## src/rtl/cpwm_defines.vh

```
// register indices, field positions, reset values and mode codes of the compare/pwm unit
`ifndef CPWM_DEFINES_VH
`define CPWM_DEFINES_VH

// ----------------------------------------
// register indices (byte address = index * 4)
// ----------------------------------------
`define CPWM_IDX_INTERRUPT_CONTROL      8'h0b
`define CPWM_IDX_PERIPHERAL_IRQ_FLAGS   8'h0c
`define CPWM_IDX_TIMER1_COUNT_LOW       8'h0e
`define CPWM_IDX_TIMER1_COUNT_HIGH      8'h0f
`define CPWM_IDX_TIMER1_CONTROL         8'h10
`define CPWM_IDX_TIMER2_COUNT           8'h11
`define CPWM_IDX_TIMER2_CONTROL         8'h12
`define CPWM_IDX_MATCH_VALUE_LOW        8'h15
`define CPWM_IDX_MATCH_VALUE_HIGH       8'h16
`define CPWM_IDX_UNIT_CONTROL           8'h17
`define CPWM_IDX_PORT_B_DIRECTION       8'h86
`define CPWM_IDX_PERIPHERAL_IRQ_ENABLES 8'h8c
`define CPWM_IDX_TIMER2_PERIOD          8'h92

// ----------------------------------------
// reset values
// ----------------------------------------
`define CPWM_RST_INTERRUPT_CONTROL      8'h00
`define CPWM_RST_PERIPHERAL_IRQ_FLAGS   8'h00
`define CPWM_RST_TIMER1_CONTROL         8'h00
`define CPWM_RST_TIMER2_CONTROL         8'h00
`define CPWM_RST_MATCH_VALUE            8'h00
`define CPWM_RST_UNIT_CONTROL           8'h00
`define CPWM_RST_PORT_B_DIRECTION       8'hff
`define CPWM_RST_PERIPHERAL_IRQ_ENABLES 8'h00
`define CPWM_RST_TIMER2_PERIOD          8'hff

// ----------------------------------------
// field positions and masks
// ----------------------------------------
`define CPWM_BIT_GLOBAL_IE     7
`define CPWM_BIT_PERIPH_IE     6
`define CPWM_BIT_UNIT_FLAG     2
`define CPWM_BIT_T2_FLAG       1
`define CPWM_BIT_T1_FLAG       0
`define CPWM_BIT_T1_ON         0
`define CPWM_BIT_T2_ON         2
`define CPWM_MASK_7BIT         8'h7f
`define CPWM_MASK_UNIT_CONTROL 8'h3f

// ----------------------------------------
// mode select codes
// ----------------------------------------
`define CPWM_MODE_OFF          4'h0
`define CPWM_MODE_CMP_SET      4'h8
`define CPWM_MODE_CMP_CLEAR    4'h9
`define CPWM_MODE_CMP_SOFT     4'ha
`define CPWM_MODE_CMP_SPECIAL  4'hb
`define CPWM_MODE_CMP_PREFIX   2'h2
`define CPWM_MODE_PWM_PREFIX   2'h3

// ----------------------------------------
// timing: one timer tick is four oscillator periods (clk cycles)
// ----------------------------------------
`define CPWM_Q_LAST            2'h3

`endif

```

## src/rtl/cpwm_timer1.v

```verilog
// 16-bit timer with prescaler 1/2/4/8, clearable by the special event trigger
`timescale 1ns/1ns
module cpwm_timer1 (
  input  wire        clk,
  input  wire        reset_n,
  input  wire        q_tick,
  input  wire        on,
  input  wire [1:0]  prescale_sel,
  input  wire        wr_low,
  input  wire        wr_high,
  input  wire [7:0]  wr_data,
  input  wire        clear,
  output reg  [15:0] count_ff,
  output wire        overflow
);
  reg  [2:0] pre_ff;
  wire [2:0] pre_last = (3'h1 << prescale_sel) - 3'h1;
  wire       inc      = on & q_tick & (pre_ff == pre_last);

  // special event clear is not a wrap, so no overflow flag from it
  assign overflow = inc & (count_ff == 16'hffff) & ~clear;

  always @(posedge clk or negedge reset_n) begin
    if (!reset_n) begin
      pre_ff   <= 3'h0;
      count_ff <= 16'h0000;
    end else if (clear) begin
      pre_ff   <= 3'h0;
      count_ff <= 16'h0000;
    end else if (wr_low) begin
      pre_ff   <= 3'h0;
      count_ff <= {count_ff[15:8], wr_data};
    end else if (wr_high) begin
      pre_ff   <= 3'h0;
      count_ff <= {wr_data, count_ff[7:0]};
    end else begin
      if (on & q_tick)
        pre_ff <= (pre_ff == pre_last) ? 3'h0 : pre_ff + 3'h1;
      if (inc)
        count_ff <= count_ff + 16'h0001;
    end
  end
endmodule

```

## src/rtl/cpwm_timer2.v

```verilog
// 8-bit pwm time base: prescaler 1/4/16, period match, postscaled flag
`timescale 1ns/1ns
module cpwm_timer2 (
  input  wire       clk,
  input  wire       reset_n,
  input  wire       q_tick,
  input  wire [1:0] q_phase,
  input  wire       on,
  input  wire [1:0] prescale_sel,
  input  wire [3:0] postscale_sel,
  input  wire [7:0] period,
  input  wire       wr_count,
  input  wire [7:0] wr_data,
  output reg  [7:0] count_ff,
  output wire [1:0] frac,
  output wire       rollover,
  output wire       flag_pulse
);
  reg  [3:0] pre_ff;
  reg  [3:0] post_ff;
  wire [3:0] pre_last = (prescale_sel == 2'h0) ? 4'h0 : (prescale_sel == 2'h1) ? 4'h3 : 4'hf;
  wire       inc      = on & q_tick & (pre_ff == pre_last);

  assign rollover   = inc & (count_ff == period);
  // postscaler only thins the flag; rollover itself stays unscaled
  assign flag_pulse = rollover & (post_ff == postscale_sel);
  // sub-step position extends the count to ten bits
  assign frac = (prescale_sel == 2'h0) ? q_phase :
                (prescale_sel == 2'h1) ? pre_ff[1:0] : pre_ff[3:2];

  always @(posedge clk or negedge reset_n) begin
    if (!reset_n) begin
      pre_ff   <= 4'h0;
      post_ff  <= 4'h0;
      count_ff <= 8'h00;
    end else begin
      if (wr_count) begin
        pre_ff   <= 4'h0;
        count_ff <= wr_data;
      end else begin
        if (on & q_tick)
          pre_ff <= (pre_ff == pre_last) ? 4'h0 : pre_ff + 4'h1;
        if (inc)
          count_ff <= rollover ? 8'h00 : count_ff + 8'h01;
      end
      if (rollover)
        post_ff <= (post_ff == postscale_sel) ? 4'h0 : post_ff + 4'h1;
    end
  end
endmodule

```

## src/rtl/cpwm_unit.v

```verilog
// compare and pwm unit with its timers, flags and apb register file
// What this block does
// - compare modes check the 16-bit match value against timer1 all the time
// - on match drive pin high, low or keep it, and set the unit flag together
// - writing zero to unit control forces the compare output latch low
// - flag-only mode leaves the pin alone and raises the interrupt if enabled
// - special event match clears timer1 and starts a conversion if converter enabled
// - the special event clear never sets the timer1 overflow flag
// - pwm mode drives a waveform with up to ten bits of duty resolution
// - writing zero to unit control forces the pwm output latch low
// - pwm period is (period value + 1) x 4 clocks x timer2 prescale
// - on the timer2 increment after count equals period, clear count and load duty
// - each rollover sets the pin, unless the duty value is zero
// - the timer2 postscaler does not change the pwm frequency
// - duty is match low as eight high bits plus control bits 5:4
// - duty writes accepted any time, applied only at the next period match
// - in pwm mode the match high register is read-only
// - pin clears when active duty equals timer2 extended by two sub-step bits
// - duty larger than the period never clears the pin
// - the timer2 prescaler divides by 1, 4 or 16
`timescale 1ns/1ns
`include "cpwm_defines.vh"
module cpwm_unit #(
  parameter ADDR_W = 12
) (
  input  wire              CLK,
  input  wire              RESET_N,
  input  wire              PSEL,
  input  wire              PENABLE,
  input  wire              PWRITE,
  input  wire [ADDR_W-1:0] PADDR,
  input  wire [31:0]       PWDATA,
  output reg  [31:0]       PRDATA,
  output reg               PREADY,
  output reg               PSLVERR,
  input  wire              ADC_ENABLE,
  input  wire              PIN_LOCATION_CONFIG,
  output reg               UNIT_OUTPUT_PIN,
  output reg               UNIT_PIN_OE_N,
  output reg               ADC_START,
  output reg               PERIPH_IRQ
);

  // ----------------------------------------
  // helpers
  // ----------------------------------------
  function hit;
    input [ADDR_W-1:0] addr;
    input [7:0]        idx;
    begin
      hit = (addr == {{(ADDR_W-10){1'b0}}, idx, 2'b00});
    end
  endfunction

  // ----------------------------------------
  // state
  // ----------------------------------------
  reg  [7:0]  interrupt_control_ff;
  reg  [6:0]  irq_flags_ff;
  reg  [6:0]  irq_enables_ff;
  reg  [6:0]  timer1_control_ff;
  reg  [6:0]  timer2_control_ff;
  reg  [7:0]  match_value_low_ff;
  reg  [7:0]  match_value_high_ff;
  reg  [5:0]  unit_control_ff;
  reg  [7:0]  port_b_direction_ff;
  reg  [7:0]  timer2_period_ff;
  reg  [1:0]  duty_low_latch_ff;
  reg  [1:0]  q_ff;
  reg         match_seen_ff;
  reg         period_start_ff;

  reg  [6:0]  nxt_irq_flags;
  reg  [31:0] rd_data;
  reg         rd_err;
  reg         nxt_pin;

  wire [15:0] timer1_count;
  wire        timer1_overflow;
  wire [7:0]  timer2_count;
  wire [1:0]  timer2_frac;
  wire        timer2_rollover;
  wire        timer2_flag;

  // ----------------------------------------
  // bus strobes
  // ----------------------------------------
  wire        access   = PSEL & PENABLE & PREADY;
  wire        wr       = access & PWRITE & ~PSLVERR;
  wire [7:0]  wdata    = PWDATA[7:0];

  wire wr_interrupt_control    = wr & hit(PADDR, `CPWM_IDX_INTERRUPT_CONTROL);
  wire wr_flags     = wr & hit(PADDR, `CPWM_IDX_PERIPHERAL_IRQ_FLAGS);
  wire wr_t1_low    = wr & hit(PADDR, `CPWM_IDX_TIMER1_COUNT_LOW);
  wire wr_t1_high   = wr & hit(PADDR, `CPWM_IDX_TIMER1_COUNT_HIGH);
  wire wr_t1_ctrl   = wr & hit(PADDR, `CPWM_IDX_TIMER1_CONTROL);
  wire wr_t2_count  = wr & hit(PADDR, `CPWM_IDX_TIMER2_COUNT);
  wire wr_t2_ctrl   = wr & hit(PADDR, `CPWM_IDX_TIMER2_CONTROL);
  wire wr_match_lo  = wr & hit(PADDR, `CPWM_IDX_MATCH_VALUE_LOW);
  wire wr_match_hi  = wr & hit(PADDR, `CPWM_IDX_MATCH_VALUE_HIGH);
  wire wr_unit_ctrl = wr & hit(PADDR, `CPWM_IDX_UNIT_CONTROL);
  wire wr_dir       = wr & hit(PADDR, `CPWM_IDX_PORT_B_DIRECTION);
  wire wr_enables   = wr & hit(PADDR, `CPWM_IDX_PERIPHERAL_IRQ_ENABLES);
  wire wr_period    = wr & hit(PADDR, `CPWM_IDX_TIMER2_PERIOD);

  // ----------------------------------------
  // mode decode
  // ----------------------------------------
  wire [3:0] mode     = unit_control_ff[3:0];
  wire       pwm_mode = (mode[3:2] == `CPWM_MODE_PWM_PREFIX);
  wire       cmp_mode = (mode[3:2] == `CPWM_MODE_CMP_PREFIX);
  wire       q_tick   = (q_ff == `CPWM_Q_LAST);

  // ----------------------------------------
  // compare path
  // ----------------------------------------
  // the timer holds a value for several clocks; fire once per match
  wire match     = cmp_mode & (timer1_count == {match_value_high_ff, match_value_low_ff});
  wire cmp_event = match & ~match_seen_ff;
  wire special   = cmp_event & (mode == `CPWM_MODE_CMP_SPECIAL);

  // ----------------------------------------
  // pwm path
  // ----------------------------------------
  wire [9:0] duty_buffered = {match_value_low_ff, unit_control_ff[5:4]};
  wire [9:0] duty_active   = {match_value_high_ff, duty_low_latch_ff};
  wire       period_start  = pwm_mode & timer2_rollover;
  // duty above the period is never reached, so the pin stays high
  wire       duty_end      = pwm_mode & ({timer2_count, timer2_frac} == duty_active);

  // ----------------------------------------
  // pwm pin timing
  // ----------------------------------------
  // the pin flop lands the fall one clock after the duty sub-step is reached;
  // the rise is taken from the delayed rollover so the high time is exact
  // mode guard: leaving pwm in the rollover clock must not set the pin
  wire       pwm_rise      = pwm_mode & period_start_ff;
  wire       duty_nonzero  = (duty_active != 10'h000);

  // ----------------------------------------
  // timers
  // ----------------------------------------
  // timer1 counts internal ticks only, so the compare sees a synchronous count
  cpwm_timer1 u_timer1 (
    .clk          (CLK),
    .reset_n      (RESET_N),
    .q_tick       (q_tick),
    .on           (timer1_control_ff[`CPWM_BIT_T1_ON]),
    .prescale_sel (timer1_control_ff[5:4]),
    .wr_low       (wr_t1_low),
    .wr_high      (wr_t1_high),
    .wr_data      (wdata),
    .clear        (special),
    .count_ff     (timer1_count),
    .overflow     (timer1_overflow)
  );

  // period = (period + 1) ticks of four clocks times the prescale
  cpwm_timer2 u_timer2 (
    .clk           (CLK),
    .reset_n       (RESET_N),
    .q_tick        (q_tick),
    .q_phase       (q_ff),
    .on            (timer2_control_ff[`CPWM_BIT_T2_ON]),
    .prescale_sel  (timer2_control_ff[1:0]),
    .postscale_sel (timer2_control_ff[6:3]),
    .period        (timer2_period_ff),
    .wr_count      (wr_t2_count),
    .wr_data       (wdata),
    .count_ff      (timer2_count),
    .frac          (timer2_frac),
    .rollover      (timer2_rollover),
    .flag_pulse    (timer2_flag)
  );

  // ----------------------------------------
  // next values
  // ----------------------------------------
  always @* begin
    nxt_irq_flags = wr_flags ? wdata[6:0] : irq_flags_ff;
    // hardware set wins over a software clear in the same cycle
    if (cmp_event)
      nxt_irq_flags[`CPWM_BIT_UNIT_FLAG] = 1'b1;
    if (timer2_flag)
      nxt_irq_flags[`CPWM_BIT_T2_FLAG] = 1'b1;
    if (timer1_overflow)
      nxt_irq_flags[`CPWM_BIT_T1_FLAG] = 1'b1;
  end

  always @* begin
    nxt_pin = UNIT_OUTPUT_PIN;
    if (wr_unit_ctrl && wdata == 8'h00) begin
      nxt_pin = 1'b0;
    end else if (mode == `CPWM_MODE_OFF) begin
      nxt_pin = 1'b0;
    end else if (cmp_event) begin
      if (mode == `CPWM_MODE_CMP_SET)
        nxt_pin = 1'b1;
      else if (mode == `CPWM_MODE_CMP_CLEAR)
        nxt_pin = 1'b0;
      else
        nxt_pin = UNIT_OUTPUT_PIN;
    end else if (pwm_rise) begin
      nxt_pin = duty_nonzero;
    end else if (duty_end) begin
      nxt_pin = 1'b0;
    end
  end

  // ----------------------------------------
  // register state
  // ----------------------------------------
  always @(posedge CLK or negedge RESET_N) begin
    if (!RESET_N) begin
      interrupt_control_ff <= `CPWM_RST_INTERRUPT_CONTROL;
      irq_flags_ff         <= 7'h00;
      irq_enables_ff       <= 7'h00;
      timer1_control_ff    <= 7'h00;
      timer2_control_ff    <= 7'h00;
      match_value_low_ff   <= `CPWM_RST_MATCH_VALUE;
      match_value_high_ff  <= `CPWM_RST_MATCH_VALUE;
      unit_control_ff      <= 6'h00;
      port_b_direction_ff  <= `CPWM_RST_PORT_B_DIRECTION;
      timer2_period_ff     <= `CPWM_RST_TIMER2_PERIOD;
      duty_low_latch_ff    <= 2'h0;
      q_ff                 <= 2'h0;
      match_seen_ff        <= 1'b0;
      period_start_ff      <= 1'b0;
    end else begin
      q_ff          <= q_ff + 2'h1;
      match_seen_ff <= match;
      period_start_ff <= period_start;
      irq_flags_ff  <= nxt_irq_flags;
      if (wr_interrupt_control)
        interrupt_control_ff <= wdata;
      if (wr_enables)
        irq_enables_ff <= wdata[6:0];
      if (wr_t1_ctrl)
        timer1_control_ff <= wdata[6:0];
      if (wr_t2_ctrl)
        timer2_control_ff <= wdata[6:0];
      if (wr_dir)
        port_b_direction_ff <= wdata;
      if (wr_period)
        timer2_period_ff <= wdata;
      if (wr_unit_ctrl)
        unit_control_ff <= wdata[5:0];
      // buffered duty may change any time; active copy waits for rollover
      if (wr_match_lo)
        match_value_low_ff <= wdata;
      if (period_start) begin
        match_value_high_ff <= duty_buffered[9:2];
        duty_low_latch_ff   <= duty_buffered[1:0];
      end else if (wr_match_hi && !pwm_mode) begin
        match_value_high_ff <= wdata;
      end
    end
  end

  // ----------------------------------------
  // pins and side outputs
  // ----------------------------------------
  // the direction bit moves between two port bits with the pin location
  wire       dir_bit       = PIN_LOCATION_CONFIG ? port_b_direction_ff[3] : port_b_direction_ff[0];
  always @(posedge CLK or negedge RESET_N) begin
    if (!RESET_N) begin
      UNIT_OUTPUT_PIN <= 1'b0;
      UNIT_PIN_OE_N   <= 1'b1;
      ADC_START       <= 1'b0;
      PERIPH_IRQ      <= 1'b0;
    end else begin
      UNIT_OUTPUT_PIN <= nxt_pin;
      // pin only driven once software clears its direction bit
      UNIT_PIN_OE_N   <= dir_bit;
      ADC_START       <= special & ADC_ENABLE;
      PERIPH_IRQ      <= interrupt_control_ff[`CPWM_BIT_GLOBAL_IE] &
                         interrupt_control_ff[`CPWM_BIT_PERIPH_IE] &
                         (|(irq_flags_ff & irq_enables_ff));
    end
  end

  // ----------------------------------------
  // apb read mux
  // ----------------------------------------
  always @* begin
    rd_data = 32'h0000_0000;
    rd_err  = 1'b0;
    if (hit(PADDR, `CPWM_IDX_INTERRUPT_CONTROL))
      rd_data[7:0] = interrupt_control_ff;
    else if (hit(PADDR, `CPWM_IDX_PERIPHERAL_IRQ_FLAGS))
      rd_data[6:0] = irq_flags_ff;
    else if (hit(PADDR, `CPWM_IDX_TIMER1_COUNT_LOW))
      rd_data[7:0] = timer1_count[7:0];
    else if (hit(PADDR, `CPWM_IDX_TIMER1_COUNT_HIGH))
      rd_data[7:0] = timer1_count[15:8];
    else if (hit(PADDR, `CPWM_IDX_TIMER1_CONTROL))
      rd_data[6:0] = timer1_control_ff;
    else if (hit(PADDR, `CPWM_IDX_TIMER2_COUNT))
      rd_data[7:0] = timer2_count;
    else if (hit(PADDR, `CPWM_IDX_TIMER2_CONTROL))
      rd_data[6:0] = timer2_control_ff;
    else if (hit(PADDR, `CPWM_IDX_MATCH_VALUE_LOW))
      rd_data[7:0] = match_value_low_ff;
    else if (hit(PADDR, `CPWM_IDX_MATCH_VALUE_HIGH))
      rd_data[7:0] = match_value_high_ff;
    else if (hit(PADDR, `CPWM_IDX_UNIT_CONTROL))
      rd_data[5:0] = unit_control_ff;
    else if (hit(PADDR, `CPWM_IDX_PORT_B_DIRECTION))
      rd_data[7:0] = port_b_direction_ff;
    else if (hit(PADDR, `CPWM_IDX_PERIPHERAL_IRQ_ENABLES))
      rd_data[6:0] = irq_enables_ff;
    else if (hit(PADDR, `CPWM_IDX_TIMER2_PERIOD))
      rd_data[7:0] = timer2_period_ff;
    else
      rd_err = 1'b1;
  end

  // ----------------------------------------
  // apb handshake
  // ----------------------------------------
  // answer prepared in the setup cycle: one access cycle, no wait states
  always @(posedge CLK or negedge RESET_N) begin
    if (!RESET_N) begin
      PREADY  <= 1'b0;
      PSLVERR <= 1'b0;
      PRDATA  <= 32'h0000_0000;
    end else begin
      PREADY  <= PSEL & ~PENABLE;
      PSLVERR <= PSEL & ~PENABLE & rd_err;
      if (PSEL && !PENABLE && !PWRITE)
        PRDATA <= rd_data;
    end
  end

endmodule

```

## config.mk

```make
export PLATFORM = sky130hd
export DESIGN_NAME = cpwm_unit
export DESIGN_NICKNAME = d
export VERILOG_FILES = /design/src/rtl/cpwm_timer1.v /design/src/rtl/cpwm_timer2.v /design/src/rtl/cpwm_unit.v
export VERILOG_INCLUDE_DIRS = /design/src /design/src/rtl
export SDC_FILE = /design/constraint.sdc
export NUM_CORES = 1
export LEC_CHECK = 0
export BUFFER_PORTS_ARGS = -buffer_cell sky130_fd_sc_hd__buf_2
export CAP_MARGIN = 40
export CORE_AREA = 2 2 138 140
export DETAILED_ROUTE_END_ITERATION = 8
export DIE_AREA = 0 0 140 142
export HOLD_SLACK_MARGIN = 0.12
export SLEW_MARGIN = 0
export SYNTH_ARGS = -nofsm -noshare
export SYNTH_HDL_FRONTEND = slang
export SYNTH_SLANG_ARGS = --single-unit
```

## constraint.sdc

```tcl
create_clock -name CLK -period 4.25 [get_ports CLK]
set_clock_uncertainty 0.2 [all_clocks]
set_input_delay 0.425 -clock CLK [delete_from_list [all_inputs] [get_ports CLK]]
set_output_delay 0.425 -clock CLK [all_outputs]
set_load 0.01 [all_outputs]
```

# After elaboration in Yosys (flattened, before gate mapping)
# Cells that the tools add are included.
# word_totals
ff_bits,129
in_bits,51
out_inout_bits,38
# classes
addsub,7
n_eq_ne,30
shifts,1
mux,75
bitwise_logic,41
reduce_logical,25
# op_table
op,n
8-bit 2-to-1 mux,23
12-bit by 7-bit equality test with 1-bit output (second input constant),6
16-bit 2-to-1 mux,4
12-bit by 6-bit equality test with 1-bit output (second input constant),4
1-bit AND,36
12-bit by 10-bit equality test with 1-bit output (second input constant),3
1-bit 2-to-1 mux,28
7-bit 2-to-1 mux,4
4-bit 2-to-1 mux,6
3-bit 2-to-1 mux,6
16-bit by 1-bit adder with 16-bit output (second input constant),1
16-bit equality test,1
16-bit equality test (second input constant),1
4-bit equality test (second input constant),3
2-bit nonzero test,6
10-bit equality test,1
10-bit nonzero test,1
4-bit by 1-bit adder with 4-bit output (second input constant),2
8-bit by 1-bit adder with 8-bit output (second input constant),1
4-bit equality test,2
8-bit equality test,1
8-bit zero test,1
7-bit AND,1
7-bit OR reduction,1
other kinds (21),36

# Depth between registers and ports, before layout
# Gate-level depths: netlist of the first run.
# depth
depth_word,24
ltp_mapped,9

# Cells and area by module
# From an unflattened synthesis of the first run, not the netlist that was laid out.
# hier_totals
cells_unflattened,813
hier_area_um2,8105.3
# modules_own_cells
mod,instances,cells_per_inst,area_per_inst_um2,seq_area_each_um2
cpwm_unit,1,529,5606.6,2373.5
cpwm_timer1,1,152,1328.8,475.5
cpwm_timer2,1,132,1169.9,400.4

# Worst setup path before layout of the first run
# OpenSTA, ideal clock, no wires.
# synth_timing
path_type,input port to flip-flop
startpoint,input port PADDR[8]
endpoint,register interrupt_control_ff[2]
arrival_ns,2.165
required_time_ns,3.922
path_slack_ns,1.758
path_stages,6
n_path_buf,2
cell_sequence,or4_1 -> buf_2 -> nor4_4 -> and2_1 -> buf_4 -> mux2_1
# synth_between
elab_chain_len,2
# synth_rtl
item,line,rtl
from (decl),cpwm_unit.v:31,"input wire [ADDR_W-1:0] PADDR,"
12-bit by 6-bit equality test with 1-bit output,cpwm_unit.v:51,"hit = (addr == {{(ADDR_W-10){1'b0}}, idx, 2'b00});"
1-bit AND,cpwm_unit.v:92,"wire wr_interrupt_control = wr & hit(PADDR, `CPWM_IDX_INTERRUPT_CONTROL);"
to (signal assigned),cpwm_unit.v:215,interrupt_control_ff <= `CPWM_RST_INTERRUPT_CONTROL;
to (signal assigned),cpwm_unit.v:235,interrupt_control_ff <= wdata;
to (decl),cpwm_unit.v:58,reg [7:0] interrupt_control_ff;
# No other way between the ends.
# A chain may end at the register's enable or synchronous reset.

# Worst setup path after layout of the first run
# layout_timing
startpoint,register timer2_control_ff[1]
endpoint,register u_timer2.count_ff[4]
# layout_between
elab_chain_len,9
# layout_rtl
item,line,rtl
from (decl),cpwm_unit.v:62,reg [6:0] timer2_control_ff;
from (signal assigned),cpwm_unit.v:241,timer2_control_ff <= wdata[6:0];
2-bit by 1-bit equality test with 1-bit output,cpwm_timer2.v:21,wire [3:0] pre_last = (prescale_sel == 2'h0) ? 4'h0 : (prescale_sel == 2'h1) ? 4'h3 : 4'hf;
4-bit 2-to-1 mux,cpwm_timer2.v:21,
4-bit 2-to-1 mux (*),cpwm_timer2.v:21,
4-bit equality test (*),cpwm_timer2.v:22,wire inc = on & q_tick & (pre_ff == pre_last);
1-bit AND (*),cpwm_timer2.v:22,
1-bit AND,cpwm_timer2.v:24,assign rollover = inc & (count_ff == period);
8-bit 2-to-1 mux,cpwm_timer2.v:44,count_ff <= rollover ? 8'h00 : count_ff + 8'h01;
8-bit 2-to-1 mux,cpwm_timer2.v:43,if (inc)
8-bit 2-to-1 mux,cpwm_timer2.v:37,if (wr_count) begin
to (signal assigned),cpwm_timer2.v:39,count_ff <= wr_data;
to (signal assigned),cpwm_timer2.v:44,
to (decl),cpwm_timer2.v:14,"output reg [7:0] count_ff,"
# Mark *: on every way between the ends. The rest lies on a longest branch, timed or not. The select of a mux whose other input is x is not followed.

==> results of run 1 <==
==> worst paths after layout <==
check	startpoint	endpoint	slack, ns	cells past startpoint
worst min-delay path	PWDATA[7]	u_timer2.count_ff[7]$_DFFE_PN0P_	0.24	3
min in group asynchronous	RESET_N	interrupt_control_ff[3]$_DFFE_PN0P_	0.39	2
worst max register to register	timer2_control_ff[1]$_DFFE_PN0P_	u_timer2.count_ff[4]$_DFFE_PN0P_	1.34	7
worst min register to register	q_ff[0]$_DFF_PN0_	q_ff[0]$_DFF_PN0_	0.26	1
worst max-delay path	timer2_control_ff[1]$_DFFE_PN0P_	u_timer2.count_ff[4]$_DFFE_PN0P_	1.34	7
max in group asynchronous	RESET_N	timer2_period_ff[6]$_DFFE_PN1P_	2.54	3
==> layout by cell type, fill, tap and decap left out, types with 24 or more instances in the layout <==
| cell type | netlist | final |
|---|---|---|
| dfrtp_1 | 112 | 112 |
| nand2_1 | 73 | 73 |
| mux2_2 | 59 | 59 |
| nor2_1 | 55 | 55 |
| a21oi_1 | 44 | 44 |
| buf_2 | 14 | 39 |
| a22oi_1 | 33 | 33 |
| nand3_1 | 31 | 31 |
| xor2_1 | 29 | 29 |
| o21ai_0 | 28 | 28 |
| nor3_1 | 24 | 24 |
| conb_1 | 1 | 24 |
==> critical path, stage by stage, from the launching register on <==
cell      delay (ns)
dfrtp_1         0.49
or4_1           0.58
a221oi_2        0.22
buf_4           0.20
and3_1          0.50
nor2b_1         0.25
a22oi_1         0.22
a21oi_1         0.09
==> cells in the mapped netlist (all sizes together) (16+ instances only) <==
library cell	n	area (um^2)
dfrtp	112	2800
nand2	73	274
mux2	67	754
nor2	57	219
buf	46	299
a21oi	44	220
a22oi	33	248
clkbuf	33	129
nand3	33	175
nor3	33	216
o21ai	29	149
xor2	29	254
nor4	19	155
a31oi	17	106
dfstp	17	447
nor2b	16	100
==> power by group through the flow <==
stage / combinational [uW] / sequential [uW] / clock, uW
2_1_floorplan: 101 / 1280 / 0
3_3_place_gp: 181 / 1270 / 0
3_5_place_dp: 182 / 1270 / 0
4_1_cts: 186 / 1250 / 1490
5_1_grt: 205 / 1250 / 1530
6_report: 187 / 1250 / 1470
==> flip-flops by register name (all words and copies together), names as in the netlist, 6 cells and up <==
name / cells
timer2_period_ff: 8
PRDATA: 8
irq_enables_ff: 7
u_timer1.count_ff: 16
interrupt_control_ff: 8
u_timer2.count_ff: 8
match_value_low_ff: 8
match_value_high_ff: 8
timer2_control_ff: 7
timer1_control_ff: 7
irq_flags_ff: 7
unit_control_ff: 6
port_b_direction_ff: 8
==> layout make-up <==
type                       instances  area share
tap                              234      0.0323
clock inverter                    15      0.0174
timing repair buffer              58      0.0395
inverter                          11     0.00456
multi-input combinational        658       0.500
clock buffer                      17      0.0470
sequential                       129       0.359
==> per-layer routing <==
layer,track usage,wire (um),vias up
met5,0,0,-
met3,0.0525,1670,36
met1,0.359,11400,3416
met4,0.0867,545,0
li1,-,-,3166
met2,0.400,11200,284
==> metrics by stage <==
step	worst slack [ns]	utilization	cell area [um^2]	total power [uW]
2_1_floorplan	1.76	-	8240	1380
3_3_place_gp	1.15	0.456	8410	1450
3_5_place_dp	1.13	0.456	8420	1450
4_1_cts	1.33	0.491	9050	2920
5_1_grt	1.09	0.491	9050	2980
6_report	1.34	0.491	9050	2910
==> kinds of logic after synthesis <==
logic type               count (synthesis)
AND/OR/NAND/NOR                        310
other                                    1
XOR/XNOR                                42
adder cells (fa/ha/maj)                  6
flip-flops                             129
AO/OA/AOI/OAI                          195
buffers and inverters                   90
multiplexers                            81
==> impl_results.md, run 1 <==
* Final min period at 2.91 ns
* Setup TNS at 0 ns
* Clock power share at 0.505
* Sequential standard cell area at ~0.0032 mm^2
* Maximum VDD drop at 0.000274 V
* Worst-Skew Late Latency at around 0.43 ns
* Max Clk Rate at 344 MHz
* Layout Cells excl Fill at around 1100
* 1st-pass router iterations at 7
* Sequential power share at 0.430
* Xor and xnor area share after synthesis at 0.0451
* Dpl cells at 1085
* Initial antenna violation count at 0
* Sw frac at 0.256
* Multiplexer area fraction after synthesis at 0.110
* Post-synth EDFFs at 0
* Longest Clk Path Bufs at 2
* Mean routed wirelength per cell at 22.1 um
* Num CTS Buffers at 17
* Ys Warns at 0
* Vias in the first global route at 6581
* Final setup viols at 0
* Tightest Hold Check Type: in -> reg
* Row count at 50
* Fillers at 1742
* Die Span X at 140 um
* Synth Area in Adders at 0.00921
* Startpoint types: flip-flop
* Post-DRT Antenna Nets at 0
* Via-per-instance ratio at between 6 and 7
* Main flop type after synthesis: dfrtp_1
* Internal at 2160 uW
* Final hold viol count at 0
* Detailed placement HPWL at 17200 um
* DRC viols at 4
* CTS tree: built
* Compound-Gate Fraction of Synth Area at 0.165
* Comb pwr share at 0.064
* Fin nets at 932
* Worst EP required at 4.33 ns
* Fin Hold WS at 0.237 ns
* CTS clk-pin slew, worst paths at 0.06 ns
* Core area at 0.0185 mm^2
* Port Buf Inserts at 40
* Sink Count at 129
* Relative slew margins at 0.402
* Pwr Density at approximately 320 mW/mm^2
* MaxCap Viol Count at 0
* Largest family of logic cells by synthesized area: simple AND/OR/NAND/NOR gates
* Tcrit/Tclk final at 0.684
* Crit path capture type: flip-flop
* Post-CTS Resized at 0
* Post-CTS Hold Fix Bufs at 5
* Multi-input gate area at approximately 0.0045 mm^2
* Root Driver: clkbuf_16
* Starting DRT DRC Count at 553
* Share of flip-flops with an asynchronous set or reset at 1.00
* Vias at ~6900
* Leakage at ~0.0038 uW
* Max-slew violations at 0
* Count of cell types in the netlist at 86
* Initial Utilization at 0.442
* First-pass GRT wire length at 39200 um
* Mapped Area at 0.00815 mm^2
* Gr ovfl total at 0
* Max H-tree Level at 4
* Final wirelength at 24800 um
* Simple-gate portion of the synthesized area at 0.215
* Critical path fanouts, max at 17
* Antenna fix cells at 0
* Share of layout cells above drive strength 1 at 0.214
* Critical path class: reg -> reg
* Failing checks: DRC
* DIE HEIGHT at 142 um
* Status: finished with violations
* Syn Inst Count at 854
* Setup repair after global routing missed its margin: no
* Ports at 89
* GP Congestion at 0.985
* Largest net degree at the start of global routing at 78
* Flops & latches, synth at 129
* Worst Max-Slew Pin Slew at approximately 0.89 ns
* Psw at ~740 uW
* Arrival @ worst endpoint at 2.98 ns
* Tot GR Track Use at 0.257
* Post-synthesis sequential area ratio at 0.398
* Area Overhead vs Synth at 11.0%
* Post-CTS setup buffers at 0
* Syn avg cell area at 9.55 um^2
* Die area at around 0.020 mm^2
(Power assumes the default switching activity.)
==> run 2: changes to the inputs <==
- clock period: 4.25 -> 2.9 ns (I/O delays scaled with it)
==> run 2 against run 1 <==
The flow still finishes with violations (DRC). Sequential share of layout area fell by 1.3 points. First-iteration DRC count rose by 33%. Maximum frequency rose by 9.4%. Cell area rose by 3.8%. Critical path type unchanged. Largest power group unchanged.
==> impl_results.md, run 2 (synthesized netlist as in run 1, its figures left out) <==
* Via-per-instance ratio at 6.14 (-0.11%)
* Worst-Skew Late Latency at 0.43 ns (about the same)
* Critical-path cell list: or2_1, a2111oi_4, o21bai_1, nor4_1, mux2_2, a21oi_1
* Crit-path max cell delay at 0.47 ns (-0.11 ns)
* Row count at 50 (unchanged)
* 1st-pass router iterations at 9 (+2)
* Gr ovfl total at 0 (unchanged)
* MaxCap Viol Count at 0 (unchanged)
* DRC viols at 2 (-2)
* Core area at 0.0185 mm^2 (unchanged)
* Area Overhead vs Synth at 15.2%
* Worst Max-Slew Pin Slew at 0.638 ns (-0.254 ns)
* Worst r2r src: timer1_control_ff[4]$_DFFE_PN0P_
* Share of layout cells above drive strength 1 at 0.244 (+0.0296)
* Detailed placement HPWL at 18200 um (+5.9%)
* Fin Hold WS at 0.146 ns (-0.0902 ns)
* Commonest non-fill, non-tap cell in the layout: dfrtp_1
* Post-DRT Antenna Nets at 0 (unchanged)
* Tcrit/Tclk final at 0.916 (+0.232)
* Arrival @ worst endpoint at 2.80 ns (-0.18 ns)
* Max Clk Rate at 376 MHz (+9.4%)
* Initial antenna violation count at 0 (unchanged)
* Root Driver: clkbuf_16
* Ports at 89 (unchanged)
* Layout Utilization at 0.509 (+0.0185)
* Maximum VDD drop at 0.000379 V (+38%)
* Pre-CTS setup slack at 0.262 ns (-0.870 ns)
* Largest net degree at the start of global routing at 59 (-24%)
* Slowest cell on crit path: dfrtp_1
* Sink Count at 129 (unchanged)
* Hold path startpoint: PWDATA[0]
* Sw frac at 0.247 (-0.00917)
* Vias at 7140 (+3.4%)
* Tot GR Track Use at 0.268 (+0.0117)
* Post-CTS setup buffers at 0 (unchanged)
* Setup TNS at 0 ns (unchanged)
* CTS tree: built
* Layout Cells excl Fill at 1162 (+3.6%)
* R2R cell count at 6 (-1)
* Dpl cells at 1121 (+3.3%)
* Commonest cells after routing, fill and taps aside: dfrtp_1 (112), nand2_1 (73), mux2_2 (59), nor2_1 (55), buf_4 (48)
* Crit path capture type: flip-flop
* Status: finished with violations
* Vias in the first global route at 6883 (+4.6%)
* Worst R2R End: u_timer1.count_ff[15]$_DFFE_PN0P_
* Die Span X at 140 um (unchanged)
* Relative slew margins at 0.574 (+0.172)
* Comb pwr share at 0.067 (+0.003)
* Max-slew violations at 0 (unchanged)
* Mean routed wirelength per cell at 22.2 um (+0.30%)
* WHS Endpoint: u_timer1.count_ff[0]$_DFFE_PN0P_
* Final setup viols at 0 (unchanged)
* First-pass GRT wire length at 40500 um (+3.3%)
* Setup repair after global routing missed its margin: no
* Worst EP required at 3.05 ns (-1.28 ns)
* Tightest Hold Check Type: in -> reg
* Failing checks: DRC
* Fin nets at 972 (+4.3%)
* Psw at 1070 uW (+44%)
* Initial Utilization at 0.442 (unchanged)
* Max H-tree Level at 4 (unchanged)
* Port Buf Inserts at 40 (unchanged)
* Max FFs per register at 16 (unchanged)
* Final hold viol count at 0 (unchanged)
* Final wirelength at 25800 um (+3.9%)
* Internal at 3280 uW (+52%)
* Longest Clk Path Bufs at 2 (unchanged)
* Startpoint types: flip-flop
* Die area at 0.0199 mm^2 (unchanged)
* R2r setup slk at 0.24 ns (-1.10 ns)
* CTS clk-pin slew, worst paths at 0.06 ns (about the same)
* Hold path depth at 3 (unchanged)
* DIE HEIGHT at 142 um (unchanged)
* Final min period at 2.66 ns (-0.249 ns)
* Critical path fanouts, max at 7 (-10)
* Starting DRT DRC Count at 733 (+33%)
* Num CTS Buffers at 17 (unchanged)
* Critical path class: reg -> reg
* Clock power share at 0.512 (+0.007)
* Antenna fix cells at 0 (unchanged)
* GP Congestion at 0.962 (-2.3%)
* Leakage at 0.00396 uW (+5.6%)
* Slack of the critical path at 0.243 ns (-1.10 ns)
* Most flops, register: u_timer1.count_ff
* Sequential power share at 0.421 (-0.009)
* Pwr Density at 463 mW/mm^2 (+44%)
==> run 2: cell types whose count changed in the layout (fill, tap and decap cells not counted), sizes merged <==
| cell | before | now |
|---|---|---|
| bufinv | 2 | 3 |
| inv | 15 | 11 |
| clkinv | 5 | 7 |
| clkbuf | 17 | 18 |
| buf | 53 | 89 |
| dlygate4sd3 | 5 | 9 |
==> run 2: worst max-delay path: cells and delay by family (launching register included) <==
family          cells  cell delay, ns
compound gates      3            0.85
mux                 1            0.37
flops               1            0.47
simple gates        2            0.68
==> run 2: repair_timing <==
item / 4_1_cts / 5_1_grt
endpoints found under the hold margin: 137 / 0
hold buffers: 9 / 0
gates resized for setup: 0 / 1
endpoints found under the setup margin: 0 / 1
==> run 2: per-layer routing <==
layer  vias to the layer above  part of all wire  track usage
met5                         -                 0            0
met4                         0             0.028       0.0925
met3                        56             0.080       0.0606
met2                       345              0.46        0.417
li1                       3249                 -            -
met1                      3490              0.44        0.372
==> run 2: worst max-delay path by stage <==
stage,depth (start not counted),slack (ns),endpoint,startpoint
floorplan,6,0.52,duty_low_latch_ff[1]$_DFFE_PN0P_,timer2_control_ff[1]$_DFFE_PN0P_
global placement,7,0.28,u_timer1.count_ff[7]$_DFFE_PN0P_,PADDR[4]
detailed placement,7,0.26,u_timer1.count_ff[4]$_DFFE_PN0P_,PADDR[4]
CTS,6,0.25,u_timer2.count_ff[3]$_DFFE_PN0P_,timer2_control_ff[1]$_DFFE_PN0P_
global route,6,0.03,u_timer2.count_ff[6]$_DFFE_PN0P_,timer2_control_ff[1]$_DFFE_PN0P_
finish,6,0.24,u_timer1.count_ff[15]$_DFFE_PN0P_,timer1_control_ff[4]$_DFFE_PN0P_
==> run 2: final cells by class <==
cell class / instances / area, um^2
Sequential cell: 129 / 3250
Clock inverter: 14 / 165
Tap cell: 234 / 293
Inverter: 11 / 41.3
Multi-Input combinational cell: 658 / 4530
Clock buffer: 18 / 439
Fill cell: 1709 / 9060
Timing Repair Buffer: 98 / 677
==> run 2: power groups by stage <==
stage	clock network, uW	registers, uW	logic (uW)
3_5_place_dp	0	1860	278
3_3_place_gp	0	1860	276
2_1_floorplan	0	1870	147
5_1_grt	2330	1830	315
6_report	2230	1830	290
4_1_cts	2250	1830	288
==> run 2: per-stage QoR <==
stage	area (um^2)	power (uW)
floorplan	8240	2020
global placement	8700	2140
detailed placement	8700	2140
CTS	9390	4370
global route	9390	4480
finish	9390	4350
